$ cat config.mk
export PLATFORM = sky130hd
export DESIGN_NAME = mbre_engine
export DESIGN_NICKNAME = d
export VERILOG_FILES = /design/src/inc/mbre_pkg.sv /design/src/core/mbre_engine.sv
export VERILOG_INCLUDE_DIRS = /design/src /design/src/inc
export SDC_FILE = /design/constraint.sdc
export NUM_CORES = 1
export LEC_CHECK = 0
export BUFFER_PORTS_ARGS = -buffer_cell sky130_fd_sc_hd__buf_2
export CORE_MARGIN = 3
export CORE_UTILIZATION = 50
export DETAILED_ROUTE_END_ITERATION = 10
export GPL_TIMING_DRIVEN = 0
export PLACE_DENSITY = 0.88
export SYNTH_ARGS = -nofsm -noshare
export SYNTH_HDL_FRONTEND = slang
export SYNTH_SLANG_ARGS = --single-unit
export TNS_END_PERCENT = 30
$ cat constraint.sdc
create_clock -name mclk -period 3.8 [get_ports mclk]
set_clock_uncertainty 0.1 [all_clocks]
set_input_delay 0.19 -clock mclk [delete_from_list [all_inputs] [get_ports mclk]]
set_output_delay 0.19 -clock mclk [all_outputs]
set_load 0.05 [all_outputs]
$ cat src/inc/mbre_defs.svh
// Constants for the Modbus master request engine
`ifndef MBRE_DEFS_SVH
`define MBRE_DEFS_SVH
`define MBRE_ADDR_MIN 8'h01
`define MBRE_ADDR_MAX 8'hf7
`define MBRE_FC_RD_COILS 8'h01
`define MBRE_FC_RD_DISC 8'h02
`define MBRE_FC_RD_HOLD 8'h03
`define MBRE_FC_RD_INREG 8'h04
`define MBRE_FC_WR_COIL 8'h05
`define MBRE_FC_WR_REG 8'h06
`define MBRE_FC_WR_COILS 8'h0f
`define MBRE_FC_WR_REGS 8'h10
`define MBRE_EXC_BIT 7
`define MBRE_DIAG_LSB 1
`define MBRE_DIAG_MAX 8'h07
`define MBRE_MAX_SLAVES 28
`define MBRE_MAX_BYTES 244
`define MBRE_TIMEOUT_MS 1000
`define MBRE_CLK_KHZ 40000
`define MBRE_TIMEOUT_CYC (`MBRE_TIMEOUT_MS * `MBRE_CLK_KHZ)
`endif

$ cat src/inc/mbre_pkg.sv
// Types for the Modbus master request engine
package mbre_pkg;
  typedef enum logic [1:0] {
    MBRE_AREA_COIL = 2'b00,
    MBRE_AREA_DISC = 2'b01,
    MBRE_AREA_INREG = 2'b11,
    MBRE_AREA_HOLD = 2'b10
  } mbre_area_t;

  typedef struct packed {
    logic [7:0] station;
    mbre_area_t area;
    logic write;
    logic multi;
    logic [15:0] cfg_addr;
    logic [15:0] count;
    logic [7:0] in_bytes;
    logic [7:0] out_bytes;
  } mbre_req_t;

  typedef struct packed {
    logic [7:0] station;
    logic [7:0] func;
    logic [15:0] reg_addr;
    logic [15:0] count;
  } mbre_frame_t;

  typedef struct packed {
    logic [7:0] station;
    logic [7:0] func;
    logic [7:0] diag;
  } mbre_resp_t;

  typedef enum logic [1:0] {
    MBRE_IDLE = 2'b00,
    MBRE_SEND = 2'b01,
    MBRE_WAIT = 2'b10
  } mbre_state_t;
endpackage : mbre_pkg

$ cat src/core/mbre_engine.sv
// Modbus master request engine: builds requests and checks replies
// How it works
// RULE1 - Only the addressed slave answers; others stay silent.
// RULE2 - Station addresses outside 1..247 are refused.
// RULE3 - Station address zero (broadcast) is never sent.
// RULE4 - Four areas: coils rw, discrete inputs ro, input regs ro, holding regs rw.
// RULE5 - One-based configured address minus one goes into the request.
// RULE6 - A good reply echoes the function code sent.
// RULE7 - Codes 01 and 02 read coils and discrete inputs.
// RULE8 - Codes 03 and 04 read holding and input registers.
// RULE9 - Codes 05 and 06 force one coil or one register.
// RULE10 - Codes 15 and 16 force several coils or registers.
// RULE11 - Unsupported function codes get no reply and no action.
// RULE12 - A reply code above 127 marks an error.
// RULE13 - Exception diagnosis byte goes into status bits 4..1.
// RULE14 - Codes 1..4: function, address, length, device failure.
// RULE15 - Codes 5..7: long processing, busy, not executed.
// RULE16 - After a diagnosis the request may be resent.
// RULE17 - One request outstanding at a time, bounded by a timeout.
// RULE18 - At most 28 slaves and 244 bytes in and out each; code counts slaves by station bits 4..0, so stations 32 apart count as one.
// RULE19 - On timeout record a comm error and move on.
`timescale 1ns/100ps
`default_nettype none
`include "mbre_defs.svh"

module mbre_engine #(
  parameter int TIMEOUT_CYC = `MBRE_TIMEOUT_CYC,
  parameter int MAX_SLAVES = `MBRE_MAX_SLAVES,
  parameter int MAX_BYTES = `MBRE_MAX_BYTES
) (
  input wire logic mclk,
  input wire logic rst,
  input wire logic req_valid,
  output logic req_ready,
  input wire mbre_pkg::mbre_req_t req,
  input wire logic [31:0] response_timeout_setting,
  input wire logic retry_on_diag,
  output logic frame_valid,
  input wire logic frame_ready,
  output mbre_pkg::mbre_frame_t frame,
  input wire logic resp_valid,
  input wire mbre_pkg::mbre_resp_t resp,
  output logic done,
  output logic req_reject,
  output logic comm_error,
  output logic [7:0] status_byte,
  output logic [4:0] slaves_seen
);

  initial begin
    if (TIMEOUT_CYC < 1 || MAX_SLAVES < 1 || MAX_SLAVES > 31 || MAX_BYTES < 1
        || MAX_BYTES > 255) begin
      $error("mbre_engine: unsupported parameter values");
    end
  end

  function automatic logic [7:0] pick_func(input mbre_pkg::mbre_req_t r);
    logic [7:0] f;
    f = 8'h00;
    unique case (r.area)
      mbre_pkg::MBRE_AREA_COIL: begin
        if (!r.write) f = `MBRE_FC_RD_COILS; // [RULE7]
        else if (r.multi) f = `MBRE_FC_WR_COILS; // [RULE10]
        else f = `MBRE_FC_WR_COIL; // [RULE9]
      end
      mbre_pkg::MBRE_AREA_DISC: f = r.write ? 8'h00 : `MBRE_FC_RD_DISC; // [RULE4] [RULE7]
      mbre_pkg::MBRE_AREA_INREG: f = r.write ? 8'h00 : `MBRE_FC_RD_INREG; // [RULE4] [RULE8]
      mbre_pkg::MBRE_AREA_HOLD: begin
        if (!r.write) f = `MBRE_FC_RD_HOLD; // [RULE8]
        else if (r.multi) f = `MBRE_FC_WR_REGS; // [RULE10]
        else f = `MBRE_FC_WR_REG; // [RULE9]
      end
    endcase
    return f;
  endfunction : pick_func

  function automatic logic supported(input logic [7:0] f);
    return (f >= `MBRE_FC_RD_COILS && f <= `MBRE_FC_WR_REG) || f == `MBRE_FC_WR_COILS
      || f == `MBRE_FC_WR_REGS;
  endfunction : supported

  mbre_pkg::mbre_state_t state;
  mbre_pkg::mbre_req_t held;
  logic [31:0] wait_cnt;
  logic [31:0] limit;
  logic [8:0] in_total;
  logic [8:0] out_total;
  logic [31:0] seen_mask;
  logic [7:0] func_now;
  logic req_ok;
  logic exc;
  logic echo_ok;
  logic resp_hit;

  assign func_now = pick_func(req);
  // Zero from the port falls back to the default so a bad setting cannot hang the engine
  assign limit = (response_timeout_setting == 32'h0000_0000) ? TIMEOUT_CYC
    : response_timeout_setting;
  assign req_ok = req.station >= `MBRE_ADDR_MIN && req.station <= `MBRE_ADDR_MAX // [RULE2] [RULE3]
    && supported(func_now) // [RULE11]
    && req.cfg_addr != 16'h0000 // [RULE5]
    && ({1'b0, in_total} + {2'b00, req.in_bytes}) <= 10'(MAX_BYTES) // [RULE18]
    && ({1'b0, out_total} + {2'b00, req.out_bytes}) <= 10'(MAX_BYTES) // [RULE18]
    && (slaves_seen < 5'(MAX_SLAVES) || seen_mask[req.station[4:0]]); // [RULE18]
  assign req_ready = state == mbre_pkg::MBRE_IDLE; // [RULE17]

  // Replies from other stations are ignored; the slave is trusted to keep quiet [RULE1]
  assign resp_hit = state == mbre_pkg::MBRE_WAIT && resp_valid && resp.station == frame.station;
  assign exc = resp.func[`MBRE_EXC_BIT]; // [RULE12]
  assign echo_ok = resp.func == frame.func; // [RULE6]

  always_ff @(posedge mclk) begin
    if (rst) begin
      state <= mbre_pkg::MBRE_IDLE;
      held <= '0;
    end else begin
      unique case (state)
        mbre_pkg::MBRE_IDLE:
          if (req_valid && req_ok) begin
            state <= mbre_pkg::MBRE_SEND;
            held <= req;
          end
        mbre_pkg::MBRE_SEND:
          if (frame_ready) state <= mbre_pkg::MBRE_WAIT;
        mbre_pkg::MBRE_WAIT:
          if (resp_hit && exc && retry_on_diag) state <= mbre_pkg::MBRE_SEND; // [RULE16]
          else if (resp_hit || wait_cnt >= limit - 32'd1) state <= mbre_pkg::MBRE_IDLE; // [RULE19]
        default: state <= mbre_pkg::MBRE_IDLE;
      endcase
    end
  end

  always_ff @(posedge mclk) begin
    if (rst) begin
      frame <= '0;
    end else if (state == mbre_pkg::MBRE_IDLE && req_valid && req_ok) begin
      frame.station <= req.station;
      frame.func <= func_now;
      frame.reg_addr <= req.cfg_addr - 16'h0001; // [RULE5]
      frame.count <= req.count;
    end
  end

  assign frame_valid = state == mbre_pkg::MBRE_SEND;

  always_ff @(posedge mclk) begin
    if (rst || state != mbre_pkg::MBRE_WAIT) wait_cnt <= 32'h0000_0000;
    else wait_cnt <= wait_cnt + 32'd1; // [RULE17]
  end

  always_ff @(posedge mclk) begin
    if (rst) begin
      done <= 1'b0;
      comm_error <= 1'b0;
      req_reject <= 1'b0;
    end else begin
      done <= state == mbre_pkg::MBRE_WAIT && !(resp_hit && exc && retry_on_diag)
        && (resp_hit || wait_cnt >= limit - 32'd1);
      comm_error <= state == mbre_pkg::MBRE_WAIT && !resp_hit
        && wait_cnt >= limit - 32'd1; // [RULE19]
      req_reject <= state == mbre_pkg::MBRE_IDLE && req_valid && !req_ok; // [RULE11]
    end
  end

  // Status: bit0 comm error, bits 4..1 diagnosis, bit5 bad echo
  always_ff @(posedge mclk) begin
    if (rst) begin
      status_byte <= 8'h00;
    end else if (resp_hit) begin
      status_byte[0] <= 1'b0;
      status_byte[5] <= !exc && !echo_ok; // [RULE6]
      if (exc && resp.diag >= 8'h01 && resp.diag <= `MBRE_DIAG_MAX) // [RULE14] [RULE15]
        status_byte[4:`MBRE_DIAG_LSB] <= resp.diag[3:0]; // [RULE13]
      else status_byte[4:`MBRE_DIAG_LSB] <= 4'h0;
    end else if (state == mbre_pkg::MBRE_WAIT && wait_cnt >= limit - 32'd1) begin
      status_byte[0] <= 1'b1; // [RULE19]
    end
  end

  // Totals accumulate on every accepted request; the station map only gains new stations until reset
  always_ff @(posedge mclk) begin
    if (rst) begin
      in_total <= 9'h000;
      out_total <= 9'h000;
      seen_mask <= 32'h0000_0000;
      slaves_seen <= 5'h00;
    end else if (state == mbre_pkg::MBRE_IDLE && req_valid && req_ok) begin
      in_total <= in_total + {1'b0, req.in_bytes}; // [RULE18]
      out_total <= out_total + {1'b0, req.out_bytes}; // [RULE18]
      if (!seen_mask[req.station[4:0]]) begin
        seen_mask[req.station[4:0]] <= 1'b1;
        slaves_seen <= slaves_seen + 5'h01;
      end
    end
  end

endmodule : mbre_engine
`default_nettype wire

# [Word level (Yosys, flattened, before mapping)]
# Index checks and enable logic that the tools add are counted.
# W data, S select, Z words.
[word_totals] ff_bits=146 latch_bits=0 ramBits=0 rom_bits=0 inputBits=122 out_inout_bits=66 word_cells=109 mem_count=0
[op_classes] add_sub_neg=8 n_mul=0 div=0 magnitude_cmp=12 eq_ne=13 n_shift=0 muxes=18 bitwise_logic=2 n_reduce_logical=41
[ops] cell="$add A32 B1 Y32 const B" n=1
[ops] cell="$ge A32 B32 Y1" n=1
[ops] cell="$logic_not A32 Y1" n=1
[ops] cell="$mux W32" n=1
[ops] cell="$or A32 B32 Y32" n=1
[ops] cell="$pmux W8 S4" n=1
[ops] cell="$sub A32 B1 Y32 const B" n=1
[ops] cell="$ge A8 B1 Y1 const B" n=3
[ops] cell="$logic_and A1 B1 Y1" n=24
[ops] cell="$add A9 B8 Y10" n=2
[ops] cell="$le A10 B8 Y1 const B" n=2
[ops] cell="$add A9 B8 Y9" n=2
[ops] cell="$eq A8 B8 Y1" n=2
[ops] cell="$le A8 B3 Y1 const B" n=2
[ops] cell="$reduce_bool A16 Y1" n=1
[ops] cell="$sub A16 B1 Y16 const B" n=1
[ops] cell="$mux W4" n=3
[ops] cell="$mux W2" n=5
[ops] cell="$mux W5" n=2
[ops] cell="$eq A8 B4 Y1 const B" n=1
[ops] cell="$eq A8 B5 Y1 const B" n=1
[ops] cell="$le A8 B8 Y1 const B" n=1
[ops] cell="$eq A2 B2 Y1 const B" n=3
[ops] cell="$lt A5 B6 Y1 const B" n=1
[ops] cell="other kinds (19)" n=31

# [Logic depth before layout (Yosys ltp)]
# Gate-level depths: netlist of the first run.
[logic_depth] depth_word=15 mapped_depth=17 mapped_depth_nobuf=17

# [Worst setup path after synthesis of the first run]
# Ideal clock, no wire load.
[synth_timing] path_kind="in2reg" from="input response_timeout_setting[19]" to="register done" arrival_time_ns=3.613 required_time_ns=3.565 setup_slack_ns=-0.048 cell_stages=17 path_buffers=1 path_cell_list="or4_1 nor4_1 nand3b_1 nor3_1 and2_1 clkbuf_1 nor2_1 xnor2_1 ha_1 a21o_1 a21o_1 a21oi_1 nor3_1 a2111oi_0 o21ai_0 a21oi_1 a211oi_1"
[synth_between] elab_chain_cells=6
[synth_rtl] element="start, declared" line="mbre_engine.sv:36" rtl="input wire logic [31:0] response_timeout_setting,"
[synth_rtl] element="$logic_not A32 Y1" line="mbre_engine.sv:97" rtl="assign limit = (response_timeout_setting == 32'h0000_0000) ? TIMEOUT_CYC"
[synth_rtl] element="$mux W32 (*)" line="mbre_engine.sv:97"
[synth_rtl] element="$sub A32 B1 Y32 (*)" line="mbre_engine.sv:158" rtl="&& (resp_hit || wait_cnt >= limit - 32'd1);"
[synth_rtl] element="$ge A32 B32 Y1 (*)" line="mbre_engine.sv:158"
[synth_rtl] element="$logic_or A1 B1 Y1 (*)" line="mbre_engine.sv:158"
[synth_rtl] element="$logic_and A1 B1 Y1 (*)" line="mbre_engine.sv:158"
[synth_rtl] element="end signal, assigned" line="mbre_engine.sv:157" rtl="done <= state == mbre_pkg::MBRE_WAIT && !(resp_hit && exc && retry_on_diag)"
[synth_rtl] element="end, declared" line="mbre_engine.sv:43" rtl="output logic done,"
# Mark *: on every way between the ends. The rest lies on a longest branch, timed or not.
# A chain may end at the register's enable or synchronous reset.

# [Worst setup path in the final report of the first run]
[layout_timing] from="input response_timeout_setting[22]" to="register done"
# The elaborated chain is that of the path after synthesis.

==> load_flow_metrics.sql, run 1 <==
INSERT INTO impl_metrics (metric_group, metric, value, unit) VALUES
('run_status', 'outcome', 'complete, no violations', ''),
('worst_setup_path', 'r2r-start', 'in_total[0]$_SDFFE_PP0P_', ''),
('clocking', 'clkSinkCount', '143', ''),
('power', 'p_leak', '4.519', 'nW'),
('finish', 'final.fill_count', '1361', ''),
('clocking', 'clock_tree.htree_level_count', '4', ''),
('placement', 'dp_slack', '-1.019', 'ns'),
('drt', 'wire_length_per_cell_after_detailed_routing', '18.34', 'um'),
('timing', 'final_total_negative_setup_slack', '0', 'ns'),
('drt', 'antenna_violating_nets_post_route', '0', ''),
('clocking', 'cts.path.max_buffers', '2', ''),
('yosys', 'yosys_warnings', '0', ''),
('yosys', 'synthDistinctLibCells', '71', ''),
('worst_setup_path', 'crit_path_start', 'response_timeout_setting[22]', ''),
('finish', 'antennaDiodeCount', '0', ''),
('placement', 'place.detailed.hpwl', '19570', 'um'),
('die', 'rows', '48', ''),
('drt', 'drc_errors', '0', ''),
('power', 'total_power', '0.005392', 'W'),
('global_routing', 'antenna_found_initial', '0', ''),
('placement', 'gp_congestion', '0.9329', ''),
('yosys', 'mappedNetlistArea', '0.008856', 'mm^2'),
('hold_path', 'worst_hold_path_type', 'input port to register', ''),
('yosys', 'post-synth-top-area-cell', 'dfxtp_1', ''),
('timing', 'final-max-slew-violation-count', '0', ''),
('finish', 'design.final.nets', '1441', ''),
('clocking', 'tritoncts', 'yes', ''),
('worst_setup_path', 'cpPeakStageDelay', '0.57', 'ns'),
('global_routing', 'grt_pass1_vias', '8901', ''),
('yosys', 'mean_area_per_synthesized_cell', '8.557', 'um^2'),
('yosys', 'yosys-top-cells-count', 'dfxtp_1, nor2_1, a21oi_1, ha_1, nand4_1', ''),
('yosys', 'postSynth.topFlopCell', 'dfxtp_1', ''),
('finish', 'area_growth_syn_to_layout', '24.57', '%'),
('clocking', 'path_clk_slew', '0.06', 'ns'),
('worst_setup_path', 'worst_path_max_delay_cell', 'or4_4', ''),
('drt', 'wl', '27560', 'um'),
('yosys', 'synth-edff-count', '0', ''),
('drt', 'vias', '9089', ''),
('yosys', 'synth_area_leaders', 'dfxtp_1, ha_1, xnor2_1, xor2_1, a21oi_1', ''),
('timing', 'final_period_minus_worst_setup_slack', '3.626', 'ns'),
('worst_setup_path', 'timing.critical_path.cells', 'buf_2 > or4_4 > nor4_4 > nand3b_1 > nor3_2 > and2_4 > buf_6 > nor2_1 > xnor2_1 > ha_1 > a21o_1 > a21o_1 > a21oi_2 > nor3_1 > a2111oi_2 > o21ai_2 > a21oi_2 > a211oi_1', ''),
('global_routing', 'grt_pass1_wl', '44060', 'um'),
('global_routing', 'global_route.overflow_total', '0', ''),
('global_routing', 'grt_max_degree', '17', ''),
('die', 'start_util', '51.20', '%'),
('timing', 'final-setup-viol-count', '0', ''),
('finish', 'drive_gt1_share', '22.85', '%'),
('die', 'io_pins', '188', ''),
('worst_setup_path', 'critical_path_arrival', '3.80', 'ns'),
('power', 'power.density_cell_area', '488.7', 'mW/mm^2'),
('drt', 'via_density_per_instance', '6.047', ''),
('yosys', 'number_of_register_bits_inferred_by_synthesis', '143', ''),
('die', 'floorplan.die.height', '139.1', 'um'),
('placement', 'port-buffer-count', '178', ''),
('worst_setup_path', 'critical_path.max_fanout', '10', ''),
('worst_setup_path', 'critPathLaunchType', 'input port', ''),
('timing', 'rsz0062_at_grt', 'true', ''),
('clocking', 'cts-root-buf', 'clkbuf_16', ''),
('timing', 'max_freq', '0.2758', 'GHz'),
('die', 'die_width', '139.1', 'um'),
('yosys', 'yosysSeqAreaShare', '32.33', '%'),
('clocking', 'clock_latency', '0.42', 'ns'),
('yosys', 'syn_inst', '1035', ''),
('worst_setup_path', 'worstSetupEndpointType', 'register', ''),
('timing', 'relSlewSlack', '54.21', '%'),
('timing', 'final_number_of_hold_violating_endpoints', '0', ''),
('hold_path', 'hp-start', 'req[32]', ''),
('global_routing', 'grt_use_total', '27.57', '%'),
('die', 'dieArea', '0.01934', 'mm^2'),
('timing', 'fin_ws', '0.1740', 'ns'),
('drt', 'drt_first_pass_iters', '6', '');
[path summary, 6_finish.rpt]
check | cells after the start | endpoint | slack, ns
worst max-delay path | 18 | done$_SDFF_PP0_ | 0.17
worst min-delay path | 4 | frame[16]$_SDFFE_PP0P_ | 0.03
worst max register to register | 12 | frame[32]$_SDFFE_PP0P_ | 0.19
worst min register to register | 2 | status_byte[5]$_SDFFE_PP0P_ | 0.36
[logic make-up after synthesis]
| kind of cell | Yosys count | synth area share, % |
|---|---|---|
| xor gates and xnor gates | 86 | 8.505 |
| buffers and inverters | 118 | 5.920 |
| adders and majority gates | 54 | 7.799 |
| DFF | 143 | 32.33 |
| and+or+nand+nor | 361 | 21.53 |
| other | 1 | 0.04234 |
| muxes | 44 | 5.778 |
| AOI/OAI and AO/OA | 228 | 18.10 |
[cells in the final DEF (no fill, tap or decap), types with 32 or more instances in the layout]
cell and n:
a21oi_1 63, dfxtp_1 143, inv_1 50, nor2b_1 32, xnor2_1 44, nand2_1 50
o31ai_1 37, clkbuf_1 41, ha_1 52, buf_2 183, xor2_1 42, nor2_1 85
nand4_1 52
[per-layer routing]
layer	wire, um	up-vias	track usage [%]	part of all wire, %
li1	-	4254	-	-
met1	11010	4251	33.14	40
met2	13230	509	46.41	48
met3	2356	75	7.483	8.5
met4	970	0	11.95	3.5
met5	0	-	0	0
[registers in the layout, indices dropped and copies added, names as in the netlist]
signal and cells:
wait_cnt 32, done 1, req_reject 1, state 2, frame 45, status_byte 6
out_total 9, in_total 9, seen_mask 32, comm_error 1, slaves_seen 5
[final cells by class]
type                    instances  area (um^2)  share of cell area (%)
multi-input cells             778         5564                   50.44
flip-flops and latches        143         2863                   25.95
repair buffers                207         1169                   10.59
clock buffers                  20        436.7                   3.958
plain buffers                  67        345.3                   3.130
well taps                     225        281.5                   2.552
inverters                      51        191.4                   1.735
clock inverters                12        181.4                   1.645
[metrics by stage]
stage	hold WS [ns]	util, %	instances
CTS	0.00007061	63.27	1499
floorplan	0.2299	-	1039
finish	0.03385	63.78	1503
global placement	0.3365	58.07	1442
detailed placement	0.3456	58.07	1442
global route	0.002784	63.78	1503
[power by group]
part	internal, W	total, W	switching [W]
Sequential	0.00164	0.00174	0.000101
Combinational	0.000644	0.00187	0.00122
Clock	0.00111	0.00178	0.000677
Total	0.00339	0.00539	0.00200
[critical path, delay by kind of cell]
family,cells,cell delay [ns]
simple gates,7,1.61
compound gates,7,1.31
fa+ha+maj,1,0.29
buf+inv,2,0.26
xor+xnor,1,0.13
[repair_timing]
action,CTS,global route
gates resized for setup,9,19
cloned,0,0
pin swaps,0,8
setup endpoints to repair,4,42
hold endpoints to repair,24,0
hold buffers,24,0
buffers inserted,1,4
No activity file was read; power rests on OpenSTA's default activity.
==> inputs of run 2 (changes only) <==
ABC_AREA = 1   (was default)
CELL_PAD_IN_SITES_DETAIL_PLACEMENT = 0   (was default)
CELL_PAD_IN_SITES_GLOBAL_PLACEMENT = 1   (was default)
CORE_MARGIN = default   (was 3)
CORE_UTILIZATION = 35   (was 50)
==> load_flow_metrics.sql, run 2 <==
INSERT INTO impl_metrics (metric_group, metric, value, unit) VALUES
('yosys', 'synth-compound-area-share', '10.05', '%'),
('clocking', 'cts_made_buffers', '17', ''),
('placement', 'place.detailed.hpwl', '22320', 'um'),
('timing', 'rsz0062_at_grt', 'false', ''),
('global_routing', 'global_route.overflow_total', '0', ''),
('yosys', 'yosysMostFrequentCell', 'nand2_1', ''),
('worst_setup_path', 'critPathLaunchType', 'input port', ''),
('clocking', 'clock_latency', '0.43', 'ns'),
('worst_setup_path', 'worstSetupEndpointType', 'register', ''),
('clocking', 'tritoncts', 'yes', ''),
('yosys', 'yosys-mux-area-fraction', '0', '%'),
('timing', 'max_freq', '0.3009', 'GHz'),
('clocking', 'clkSinkCount', '143', ''),
('drt', 'vias', '9751', ''),
('worst_setup_path', 'critical_path.max_fanout', '10', ''),
('worst_setup_path', 'timing.critical_path.max_delay_family', 'simple AND/OR/NAND/NOR gates', ''),
('drt', 'antenna_violating_nets_post_route', '0', ''),
('run', 'timing.max_cap.violations', '0', ''),
('clocking', 'path_clk_slew', '0.06', 'ns'),
('finish', 'largest_register_ff_count', '45', ''),
('yosys', 'synthSimpleGateAreaFrac', '35.68', '%'),
('yosys', 'synth-edff-count', '0', ''),
('timing', 'final-setup-viol-count', '0', ''),
('worst_setup_path', 'timing.critical_path.cells', 'buf_2 > nor2_1 > nand2_1 > nor2_1 > nand2_1 > nor2_1 > nand3_1 > nor2_2 > nor2_1 > nand2_1 > nor2_1 > nand3_1 > nor2_1 > xor2_1 > ha_1 > nand2_1 > nor2_1 > nand4_1 > nor2_1 > nand4_1 > nand4_1 > nand4_1 > nand2_1 > inv_1', ''),
('placement', 'gp_congestion', '0.9027', ''),
('yosys', 'synth.top_cell.area_share', '30.74', '%'),
('worst_setup_path', 'cp.buffers_inverters', '2', ''),
('yosys', 'post-synth-top-area-cell', 'dfxtp_1', ''),
('yosys', 'mappedNetlistArea', '0.009314', 'mm^2'),
('finish', 'antennaDiodeCount', '0', ''),
('die', 'dieArea', '0.02727', 'mm^2'),
('drt', 'drt_first_pass_iters', '5', ''),
('yosys', 'main_combinational_cell_family_by_area_after_synthesis', 'simple AND/OR/NAND/NOR gates', ''),
('yosys', 'yosys.area_share.xor_xnor', '5.360', '%'),
('placement', 'port-buffer-count', '180', ''),
('yosys', 'adder_cell_share_of_the_synthesized_area', '7.415', '%'),
('drt', 'wl', '28800', 'um'),
('finish', 'design.final.nets', '1860', ''),
('finish', 'final.fill_count', '2765', ''),
('worst_setup_path', 'worst_path_max_delay_cell', 'nor2_2', ''),
('finish', 'registers.top_by_ff_count', 'frame', ''),
('yosys', 'number_of_register_bits_inferred_by_synthesis', '143', ''),
('drt', 'drt-initial-drc-count', '602', ''),
('timing', 'final.hold.worst_slack', '0.01776', 'ns'),
('die', 'rows', '59', ''),
('yosys', 'yosys_warnings', '0', ''),
('timing', 'tightestPinTransition', '0.8715', 'ns'),
('power', 'p_leak', '5.239', 'nW'),
('power', 'total_power', '0.006414', 'W'),
('worst_setup_path', 'cp_common_cell', 'nor2_1', ''),
('finish', 'top_regs', 'frame: 45 flops, seen_mask: 32 flops, wait_cnt: 32 flops', ''),
('global_routing', 'grt_max_degree', '17', ''),
('worst_setup_path', 'critPathKind', 'input port to register', ''),
('clocking', 'clock_tree.htree_level_count', '4', ''),
('run_status', 'outcome', 'complete, no violations', ''),
('die', 'io_pins', '188', ''),
('yosys', 'synthDistinctLibCells', '36', ''),
('hold_path', 'worst_hold_path_type', 'input port to register', ''),
('die', 'floorplan.die.height', '165.1', 'um'),
('finish', 'area_growth_syn_to_layout', '24.80', '%'),
('drt', 'drc_errors', '0', ''),
('yosys', 'postSynth.topFlopCell', 'dfxtp_1', ''),
('worst_setup_path', 'cpPeakStageDelay', '0.31', 'ns'),
('global_routing', 'grt_pass1_wl', '44850', 'um'),
('yosys', 'yosysSeqAreaShare', '30.74', '%'),
('worst_setup_path', 'critical_path_arrival', '3.55', 'ns'),
('finish', 'mostFrequentLayoutCells', 'nand2_1, nor2_1, inv_1', ''),
('finish', 'mostFrequentLayoutCell', 'nand2_1', ''),
('yosys', 'async_reset_ff_share', '0', '%'),
('timing', 'final_number_of_hold_violating_endpoints', '0', ''),
('die', 'floorplan.core_area', '0.02606', 'mm^2'),
('global_routing', 'grt_use_total', '21.09', '%'),
('timing', 'final-max-slew-violation-count', '0', ''),
('yosys', 'yosys-top-cells-count', 'nand2_1, nor2_1, inv_1, a21oi_1, dfxtp_1', ''),
('yosys', 'syn_inst', '1444', ''),
('worst_setup_path', 'cp.required', '4.03', 'ns'),
('die', 'die_width', '165.1', 'um'),
('die', 'start_util', '35.74', '%'),
('yosys', 'synth_area_leaders', 'dfxtp_1, nand2_1, nor2_1, a21oi_1, inv_1', ''),
('timing', 'final_period_minus_worst_setup_slack', '3.323', 'ns'),
('drt', 'via_density_per_instance', '4.799', ''),
('timing', 'finalCritPeriodShare', '87.46', '%'),
('power', 'power.density_cell_area', '551.8', 'mW/mm^2'),
('yosys', 'mean_area_per_synthesized_cell', '6.450', 'um^2'),
('global_routing', 'antenna_found_initial', '0', ''),
('clocking', 'cts.path.max_buffers', '2', ''),
('finish', 'drive_gt1_share', '15.62', '%'),
('drt', 'wire_length_per_cell_after_detailed_routing', '14.17', 'um'),
('clocking', 'cts-root-buf', 'clkbuf_16', ''),
('timing', 'relSlewSlack', '41.65', '%'),
('power', 'max-vdd-ir-drop', '0.0003489', 'V'),
('global_routing', 'grt_pass1_vias', '8856', '');
==> run 2: cell types whose count changed after synthesis, sizes merged, moves of 15 or more <==
cell / delta
a21o: -15
a21oi: +79
clkbuf: -23
inv: +141
mux2: -27
mux2i: -17
nand2: +325
nand3: +34
nor2: +112
nor2b: -33
o31ai: -37
o32ai: -32
or3: -15
xnor2: -23
==> run 2: worst paths after layout <==
kind | slack, ns | from | depth (start not counted) | endpoint
worst max register to register | 0.79 | in_total[0]$_SDFFE_PP0P_ | 17 | frame[16]$_SDFFE_PP0P_
worst min-delay path | 0.02 | req[50] | 4 | frame[36]$_SDFFE_PP0P_
worst min register to register | 0.35 | seen_mask[7]$_SDFFE_PP0P_ | 2 | seen_mask[7]$_SDFFE_PP0P_
worst max-delay path | 0.48 | response_timeout_setting[3] | 24 | state[0]$_SDFFE_PP0P_
==> run 2: final cells by class <==
type	instances	area [um^2]	share of cell area (%)
buffer	47	279.0	2.400
timing repair buffer	217	1271	10.94
clock inverter	13	155.1	1.335
sequential	143	2863	24.63
multi-input combinational	1067	5474	47.09
clock buffer	19	442.9	3.811
tap	335	419.2	3.606
inverter	191	719.4	6.189
==> run 2: cell families (layout without fill, tap and decap cells) <==
family | after synthesis | in the layout
AOI/OAI and AO/OA | 183 | 183
buffers and inverters | 238 | 487
other | 1 | 5
xor gates and xnor gates | 57 | 57
and+or+nand+nor | 768 | 768
adders and majority gates | 54 | 54
DFF | 143 | 143
==> run 2: tightest hold or removal path, cell delays in order <==
cell and delay, ns:
buf_2 0.12, nor3b_1 0.06, nand2_1 0.07, a21oi_1 0.05
==> run 2: power breakdown <==
part	switching [W]	internal [W]	total (W)
Combinational	0.00196	0.000861	0.00282
Sequential	0.000141	0.00173	0.00187
Clock	0.000722	0.000998	0.00172
Total	0.00283	0.00359	0.00641
==> run 2: per-stage QoR <==
stage	cells	setup TNS, ns	utilization [%]	setup slack [ns]	cell area, um^2
2_1_floorplan	1448	0	-	0.8622	9329
3_3_place_gp	1963	-0.1559	40.87	-0.09431	10650
3_5_place_dp	1963	-0.3129	40.87	-0.1363	10650
4_1_cts	2032	0	44.58	0.3068	11620
5_1_grt	2032	0	44.61	0.07646	11620
6_report	2032	0	44.61	0.4766	11620
==> run 2: layer usage <==
metal,vias up,track usage (%),share of wire [%]
met3,34,2.672,4.0
met5,-,0,0
met1,4366,28.19,47
li1,5113,-,-
met2,238,34.73,46
met4,0,7.339,2.1
==> run 2: timing repair <==
item / in CTS / in global routing
hold endpoints to repair: 35 / 0
buffers inserted: 0 / 0
hold buffers: 37 / 0
endpoints found under the setup margin: 0 / 2
gates resized for setup: 0 / 1
==> inputs of run 3 (changes only) <==
ABC_AREA = 0   (was 1)
CORE_UTILIZATION = 37   (was 35)
PLACE_DENSITY = 0.78   (was 0.88)
==> load_flow_metrics.sql, run 3 (synthesized netlist as in run 1, its figures left out) <==
INSERT INTO impl_metrics (metric_group, metric, value, unit) VALUES
('power', 'max-vdd-ir-drop', '0.0002906', 'V'),
('clocking', 'cts_made_buffers', '17', ''),
('placement', 'dp_slack', '-0.9958', 'ns'),
('run', 'timing.max_cap.violations', '0', ''),
('finish', 'mostFrequentLayoutCell', 'buf_2', ''),
('clocking', 'cts-root-buf', 'clkbuf_16', ''),
('timing', 'final_number_of_hold_violating_endpoints', '0', ''),
('timing', 'final.hold.worst_slack', '0.04286', 'ns'),
('clocking', 'clkSinkCount', '143', ''),
('finish', 'finalNonFillerCells', '1594', ''),
('hold_path', 'worst_hold_path_type', 'input port to register', ''),
('global_routing', 'grt_pass1_vias', '8065', ''),
('global_routing', 'grt_use_total', '22.25', '%'),
('die', 'io_pins', '188', ''),
('timing', 'final_period_minus_worst_setup_slack', '3.633', 'ns'),
('drt', 'wire_length_per_cell_after_detailed_routing', '16.76', 'um'),
('placement', 'port-buffer-count', '178', ''),
('finish', 'antennaDiodeCount', '0', ''),
('finish', 'top_regs', 'frame: 45 flops, seen_mask: 32 flops, wait_cnt: 32 flops', ''),
('clocking', 'path_clk_slew', '0.06', 'ns'),
('worst_setup_path', 'cp.required', '3.99', 'ns'),
('finish', 'drive_gt1_share', '22.35', '%'),
('drt', 'antenna_violating_nets_post_route', '0', ''),
('drt', 'drt-initial-drc-count', '494', ''),
('power', 'power.density_cell_area', '475.2', 'mW/mm^2'),
('placement', 'numPlacedInstances', '1536', ''),
('timing', 'rsz0062_at_grt', 'true', ''),
('finish', 'final.fill_count', '2288', ''),
('global_routing', 'grt_max_degree', '17', ''),
('die', 'die_width', '156.7', 'um'),
('timing', 'final-max-slew-violation-count', '0', ''),
('die', 'floorplan.core_area', '0.02347', 'mm^2'),
('worst_setup_path', 'critical_path_arrival', '3.82', 'ns'),
('timing', 'max_freq', '0.2753', 'GHz'),
('placement', 'dpl-instance-area', '0.01016', 'mm^2'),
('clocking', 'tritoncts', 'yes', ''),
('finish', 'registers.top_by_ff_count', 'frame', ''),
('drt', 'drc_errors', '0', ''),
('clocking', 'clock_latency', '0.42', 'ns'),
('placement', 'place.detailed.hpwl', '20200', 'um'),
('worst_setup_path', 'rr_worst_depth', '11', ''),
('timing', 'final-setup-viol-count', '0', ''),
('clocking', 'cts.path.max_buffers', '2', ''),
('global_routing', 'antenna_found_initial', '0', ''),
('worst_setup_path', 'crit_path_start', 'response_timeout_setting[19]', ''),
('power', 'total_power', '0.005292', 'W'),
('timing', 'finalCritPeriodShare', '95.60', '%'),
('drt', 'vias', '8539', ''),
('worst_setup_path', 'critical_path.max_fanout', '10', ''),
('worst_setup_path', 'critPathKind', 'input port to register', ''),
('finish', 'largest_register_ff_count', '45', ''),
('power', 'p_leak', '4.494', 'nW'),
('drt', 'wl', '26720', 'um'),
('finish', 'design.final.nets', '1440', ''),
('clocking', 'clock_tree.htree_level_count', '4', ''),
('global_routing', 'global_route.overflow_total', '0', ''),
('timing', 'tightestPinTransition', '0.7173', 'ns'),
('finish', 'mostFrequentLayoutCells', 'buf_2, dfxtp_1, nor2_1', ''),
('worst_setup_path', 'worstSetupEndpointType', 'register', ''),
('global_routing', 'grt_pass1_wl', '42520', 'um'),
('placement', 'gp_congestion', '0.8360', ''),
('die', 'floorplan.die.height', '156.7', 'um'),
('hold_path', 'hold_path_depth', '3', ''),
('timing', 'relSlewSlack', '52.18', '%'),
('die', 'start_util', '37.73', '%'),
('run_status', 'outcome', 'complete, no violations', ''),
('worst_setup_path', 'r2r-start', 'in_total[1]$_SDFFE_PP0P_', ''),
('drt', 'drt_first_pass_iters', '5', ''),
('finish', 'post-route-cell-area', '0.01113', 'mm^2'),
('hold_path', 'min_delay_worst_endpoint', 'frame[36]$_SDFFE_PP0P_', ''),
('finish', 'area_growth_syn_to_layout', '25.73', '%'),
('hold_path', 'hp-start', 'req[51]', ''),
('worst_setup_path', 'reg2reg_setup_slack', '0.21', 'ns'),
('die', 'rows', '56', ''),
('worst_setup_path', 'critPathLaunchType', 'input port', ''),
('worst_setup_path', 'r2r-end', 'frame[46]$_SDFFE_PP0P_', ''),
('timing', 'fin_ws', '0.1672', 'ns'),
('drt', 'via_density_per_instance', '5.357', ''),
('die', 'dieArea', '0.02456', 'mm^2');
run 3: cell count changes in the layout (fill, tap and decap cells not counted), sizes merged, moves of 33 or more:
cell	delta
o31ai	+37
a21oi	-79
nor2b	+33
inv	-143
nor2	-112
nand3	-34
nand2	-325
run 3: how the worst max path moves through the flow:
stage | to | depth (start not counted) | slack [ns]
detailed placement | done$_SDFF_PP0_ | 18 | -1.0
floorplan | done$_SDFF_PP0_ | 17 | 0.06
global route | done$_SDFF_PP0_ | 18 | -0.04
global placement | done$_SDFF_PP0_ | 18 | -0.99
CTS | done$_SDFF_PP0_ | 18 | 0.009
finish | done$_SDFF_PP0_ | 18 | 0.17
run 3: worst max-delay path, stage by stage:
cell and delay, ns:
buf_2 0.13, or4_4 0.57, nor4_4 0.29, nand3b_1 0.19, nor3_2 0.28, and2_4 0.21
buf_6 0.14, nor2_1 0.06, xnor2_1 0.13, ha_1 0.29, a21o_1 0.19, a21o_1 0.17
a21oi_1 0.14, nor3_1 0.09, a2111oi_4 0.31, o21ai_2 0.16, a21oi_2 0.19, a211oi_1 0.09
run 3: what timing repair did:
action | 4_1_cts | 5_1_grt
pin swaps | 0 | 5
gates resized for setup | 10 | 13
cloned | 0 | 0
hold endpoints to repair | 26 | 0
hold buffers | 26 | 0
buffers inserted | 0 | 2
endpoints found under the setup margin | 4 | 10
run 3: metrics by stage:
stage	util, %	TNS, ns
global placement	43.29	-3.732
finish	47.44	0
floorplan	-	0
detailed placement	43.29	-3.714
global route	47.44	-0.08616
CTS	47.11	0
run 3: power by group:
group	internal, W	total (W)	switching (W)
registers	0.00164	0.00174	0.0000977
logic	0.000632	0.00182	0.00119
clock network	0.00106	0.00173	0.000669
total	0.00333	0.00529	0.00196
run 3: layout make-up:
cell class	count	area, um^2	share of cell area [%]
buffer	67	341.6	3.068
clock buffer	20	456.7	4.102
clock inverter	10	137.6	1.236
inverter	51	191.4	1.719
multi-input combinational	778	5579	50.11
sequential	143	2863	25.71
tap	319	399.1	3.585
timing repair buffer	206	1166	10.47
run 3: routing by layer:
metal	share of wire (%)	routed length (um)	global-route usage [%]	vias up
met3	5.2	1402	4.957	23
met2	45	12090	35.87	228
li1	-	-	-	4251
met1	48	12850	29.63	4037
met5	0	0	0	-
met4	1.4	382	6.069	0
